`config.mk`:
```
export PLATFORM = sky130hd
export DESIGN_NAME = usb_event_irq_mask
export DESIGN_NICKNAME = d
export VERILOG_FILES = /design/src/include/usb_irq_pkg.sv /design/src/design/usb_event_irq_mask.sv
export VERILOG_INCLUDE_DIRS = /design/src /design/src/include
export SDC_FILE = /design/constraint.sdc
export NUM_CORES = 1
export LEC_CHECK = 0
export BUFFER_PORTS_ARGS = -buffer_cell sky130_fd_sc_hd__buf_2
export CAP_MARGIN = 20
export CORE_ASPECT_RATIO = 0.7
export CORE_UTILIZATION = 39
export DETAILED_ROUTE_END_ITERATION = 10
export HOLD_SLACK_MARGIN = 0.06
export MAX_ROUTING_LAYER = met4
export PLACE_DENSITY = 0.91
export SYNTH_ARGS = -nofsm -noshare
export SYNTH_HDL_FRONTEND = slang
export SYNTH_SLANG_ARGS = --single-unit
```
`constraint.sdc`:
```
create_clock -name CLK_I -period 2.2 [get_ports CLK_I]
set_clock_uncertainty 0.15 [all_clocks]
set_input_delay 0.11 -clock CLK_I [delete_from_list [all_inputs] [get_ports CLK_I]]
set_output_delay 0.11 -clock CLK_I [all_outputs]
set_load 0.03 [all_outputs]
```
`src/include/usb_irq_params.svh`:
```
// Constants for the USB event interrupt masking block
// How it works
// [RULE_01] An event interrupts only while its matching enable bit is 1.
// [RULE_02] The 8-bit enable register at index FFFDh resets to 0; bit 1 reads 0.
// [RULE_03] Enable bit 6 lets the suspend event interrupt.
// [RULE_04] Enable bit 5 lets the resume event interrupt.
// [RULE_05] A setup buffer over-write sets a read-only over-write flag.
// [RULE_06] A completed setup stage sets a read-only flag, cleared by a vector write.
// [RULE_07] Enable bit 4 lets the start-of-frame event interrupt.
// [RULE_08] Enable bit 0 lets the setup over-write event interrupt.
`ifndef USB_IRQ_PARAMS_SVH
`define USB_IRQ_PARAMS_SVH
`define IEN_INDEX 16'hFFFD
`define STAT_INDEX 16'hFFFE
`define VEC_INDEX 16'hFFF0
`define IEN_RESET 8'h00
`define IEN_WMASK 8'hFD
`define BIT_BUS_RESET 7
`define BIT_SUSPEND 6
`define BIT_RESUME 5
`define BIT_FRAME 4
`define BIT_SYNTH_FRAME 3
`define BIT_SETUP 2
`define BIT_OVERWRITE 0
`define SW_CLEAR_MASK 8'hF8
`define VEC_CLEAR_MASK 8'h05
`endif

```
`src/include/usb_irq_pkg.sv`:
```
// Types for the USB event interrupt masking block
package usb_irq_pkg;
  typedef logic [7:0] evt_t;
  typedef struct packed {
    logic sel;
    logic enable;
    logic write;
    logic [17:0] addr;
    logic [31:0] wdata;
  } apb_req_s;
endpackage

```
`src/design/usb_event_irq_mask.sv`:
```
// APB-mapped USB event status, enable mask and interrupt output
`timescale 1ns/10ps
`include "usb_irq_params.svh"
module usb_event_irq_mask #(
  parameter int ADDR_W = 18
) (
  // Clock and reset
  input wire logic CLK_I,
  input wire logic RST_I,
  // APB slave
  input wire logic PSEL_I,
  input wire logic PENABLE_I,
  input wire logic PWRITE_I,
  input wire logic [ADDR_W-1:0] PADDR_I,
  input wire logic [31:0] PWDATA_I,
  output logic [31:0] PRDATA_O,
  output logic PREADY_O,
  output logic PSLVERR_O,
  // Event pulses from the USB engine, same clock
  input wire logic [7:0] EVT_I,
  // Interrupt request
  output logic IRQ_O
);
  usb_irq_pkg::apb_req_s req;
  usb_irq_pkg::evt_t ien_reg, ien_next;
  usb_irq_pkg::evt_t stat_reg, stat_next;
  logic [31:0] rdata_reg, rdata_next;
  logic err_reg, err_next;
  logic irq_reg, irq_next;
  logic setup_ph, access, wr;
  logic hit_ien, hit_stat, hit_vec;
  usb_irq_pkg::evt_t clr, set;

  assign req = '{PSEL_I, PENABLE_I, PWRITE_I, PADDR_I[17:0], PWDATA_I};
  assign setup_ph = req.sel && !req.enable;
  assign access = req.sel && req.enable;
  assign wr = access && req.write;
  // Word aligned index is byte address over four
  assign hit_ien = req.addr == {`IEN_INDEX, 2'b00};
  assign hit_stat = req.addr == {`STAT_INDEX, 2'b00};
  assign hit_vec = req.addr == {`VEC_INDEX, 2'b00};

  // Zero wait states keep the core simple
  assign PREADY_O = 1'b1;
  assign PSLVERR_O = access && err_reg;
  assign PRDATA_O = rdata_reg;
  assign IRQ_O = irq_reg;

  always_comb begin
    ien_next = ien_reg;
    if (wr && hit_ien) begin
      ien_next = req.wdata[7:0] & `IEN_WMASK; // [RULE_02]
    end
    // Bit 1 is not an event source
    set = EVT_I & `IEN_WMASK; // [RULE_05] [RULE_06]
    clr = 8'h00;
    if (wr && hit_stat) begin
      clr = req.wdata[7:0] & `SW_CLEAR_MASK;
    end
    if (wr && hit_vec) begin
      clr = clr | `VEC_CLEAR_MASK; // [RULE_06]
    end
    // Set beats clear so no event is lost
    stat_next = (stat_reg & ~clr) | set;
    irq_next = |(stat_next & ien_next); // [RULE_01] [RULE_03] [RULE_04]
    // Frame and over-write sources share the same gate [RULE_07] [RULE_08]
    rdata_next = rdata_reg;
    err_next = err_reg;
    if (setup_ph) begin
      err_next = !(hit_ien || hit_stat || hit_vec);
      rdata_next = 32'h0000_0000;
      if (hit_ien) begin
        rdata_next = {24'h00_0000, ien_reg}; // [RULE_02]
      end else if (hit_stat) begin
        rdata_next = {24'h00_0000, stat_reg};
      end
    end
  end

  always_ff @(posedge CLK_I) begin
    if (RST_I) begin
      ien_reg <= `IEN_RESET;
      stat_reg <= 8'h00;
      rdata_reg <= 32'h0000_0000;
      err_reg <= 1'b0;
      irq_reg <= 1'b0;
    end else begin
      ien_reg <= ien_next;
      stat_reg <= stat_next;
      rdata_reg <= rdata_next;
      err_reg <= err_next;
      irq_reg <= irq_next;
    end
  end

  // One pair of checks per event source; bit 1 has none
  for (genvar b = 0; b < 8; b++) begin : g_evt
    if (b != 1) begin : g_src

    end
  end
endmodule // usb_event_irq_mask

```
==> metrics.txt <==
Lkg Pwr=0.7387 nW; slowest stage delay, CP=0.43 ns; fillcell total=287; chip width=69.94 um; setup TNS=0 ns; chip height=49.56 um; number of global-route vias before repair=1032; # IOs=98; Int Pwr=0.6258 mW; Setup-failing EPs final=0; DRT Wirelength=2.921 mm; total CTS buffers=3; NetSw=0.2622 mW; status=completed; RSZ-0062 raised after global routing=no; fin crit period=2.040 ns; P per Cell Area=559.7 nW/um2; Power Total=0.8881 mW; Crit-path slowest cell=or4bb_1; Top Metal Used=met4; Worst-Skew Late Latency=0.26 ns; Post-Synth Simple-Gate Area=0.2512; Worst EP arrival=2.02 ns; CTS Buffer Depth=2; Compound-Gate Fraction of Synth Area=0.1351; crit path max fanout=6; CP endpoint kind=flop; Final ANT Viol Nets=0; Core Util, Final=0.5428; H-tree depth=1; HP Class=input pin to flop; Slew Limit Fails=0; Critical Path RT=2.18 ns; core region area=2923 um2; critical path buffer and inverter count=2; Post-synth top cells=26 x buf_4, 23 x dfxtp_1, 19 x nor2_1; GPL Wtd Cong=0.7739; maximum clock frequency=0.4902 GHz; maxcap violations=0; Post-synth EDFFs=0; Routed met1 length=1.248 mm; part of the power in registers=0.498; Max VDD drop=224.8 uV; vias per cell=4.690; clk sink count=23; Crit Path Class=input pin to flop; WL per Instance=12.59 um; Primary FF master, synth=dfxtp_1; final worst slack=0.1602 ns; CP startpoint kind=input pin; Clock Power Share=0.287; metal2 WL=1.436 mm; gr usage total=0.1748; IO Port Bufs=45; Sw Share=0.2953; worst slack, placed=-0.08481 ns; #FFs+latches synth=23; Comb pwr share=0.215; most common cell in the netlist=buf_4; sequential fraction of the synthesis area=0.3654; CP Cell Sequence=buf_2 -> nand4bb_4 -> nor4_4 -> buf_4 -> or4bb_1 -> a21oi_1 -> o22a_1 -> a41oi_2; Tcrit/Tclk final=0.9272; Avg Inst Size Synth=9.000 um2; Yosys top cell area share=0.3654; die area=3466 um2; Post-Synth Adder-Cell Area=0; n_diodes=0; largest net degree at the start of global routing=24; post-synthesis to final-layout area growth=25.92%; initial antenna violation count=0; DR iter-0 viols=49; CTS Root Cell=clkbuf_8; post-route insts no fill=232; largest family of logic cells by synthesized area=simple AND/OR/NAND/NOR gates; Post-Synthesis Cells=140; Cell variety after synth=32; Initial Utilization=0.4311; fin nets=260; Post-CTS Setup Bufs=0; Synth warnings=0; hpwl dp=2.213 mm; Post-Synthesis Cell Area=1260 um2; first-pass GRT wire length=4.602 mm; # rows=16; Hold Fails Final Rpt=0; DRT Pass-1 Iters=4; DRC errors left=0; layout cell share with drive strength beyond 1=0.3112; synth top area cells=dfxtp_1 37%, buf_4 15%, nor2_1 5.7%, a221oi_1 4.9%, mux2i_1 4.0%; Worst-path clk slew=0.08 ns; FFs w/ async S/R, synth=0; post-synthesis xor/xnor area fraction=0; met3 WL=186 um; CTS tree=yes; via count=1088; Overflow after GRT=0; area leader, netlist=dfxtp_1; dpl cells=215; cell family with most CP delay=simple AND/OR/NAND/NOR gates; fraction of synthesized area in multiplexers=0.05760
[metal layers]
| layer | vias to the layer above | track usage |
|---|---|---|
| met5 | - | - |
| met1 | 490 | 0.2197 |
| met3 | 4 | 0.04908 |
| met2 | 40 | 0.2821 |
| li1 | 554 | - |
| met4 | 0 | 0.03667 |
[worst register-to-register path, delay by kind of cell (launching register included)]
kind,cells,cell delay (ns)
DFF,1,0.32
buffers and inverters,1,0.57
and+or+nand+nor,1,0.04
AOI/OAI and AO/OA,1,0.15
[final timing paths]
path         depth (start not counted)  slack [ns]          end         from
max                                  8        0.16        IRQ_O   PADDR_I[0]
min                                  4        0.09  PRDATA_O[4]    PENABLE_I
max reg2reg                          3        0.85  stat_reg[3]  stat_reg[3]
min reg2reg                          2        0.31      err_reg      err_reg
[layout by cell type, fill, tap and decap left out, drive strengths merged, types with 3 or more instances in the layout]
cell,count
a21oi,6
a221oi,7
and3,4
buf,47
clkbuf,3
conb,26
dfxtp,23
dlygate4sd3,13
mux2i,5
nand4,4
nor2,19
nor2b,5
nor3,7
[area by class of cell]
type,instances,area [um2],share of cell area
flip-flops and latches,23,460.4,0.2902
clock inverters,1,5.005,0.003155
multi-input cells,107,656.9,0.4140
well taps,36,45.04,0.02839
repair buffers,60,370.4,0.2334
clock buffers,3,41.29,0.02603
inverters,2,7.507,0.004732
[power by group through the flow]
stage                     combinational (mW)  sequential [mW]  clock, mW
after floorplan                        0.139            0.464          0
after detailed placement               0.171            0.452          0
after CTS                              0.189            0.443      0.266
after global placement                 0.167            0.451          0
after global routing                   0.206            0.445      0.284
final                                  0.191            0.443      0.255
[cell families after synthesis]
group / count (synthesis)
compound gates: 22
other cells: 2
simple gates: 52
flops: 23
buf+inv: 34
mux: 7
[metrics by stage]
step	hold WS (ns)	cell area (um2)
floorplan	0.03161	1350
global placement	0.1949	1410
detailed placement	0.2009	1410
CTS	0.08592	1587
global route	0.1057	1587
finish	0.09064	1587
[repair_timing]
action	CTS	global route
hold buffers	13	0
setup endpoints to repair	0	0
endpoints found under the hold margin	13	0
gates resized for setup	0	0
(Power assumes the default switching activity.)
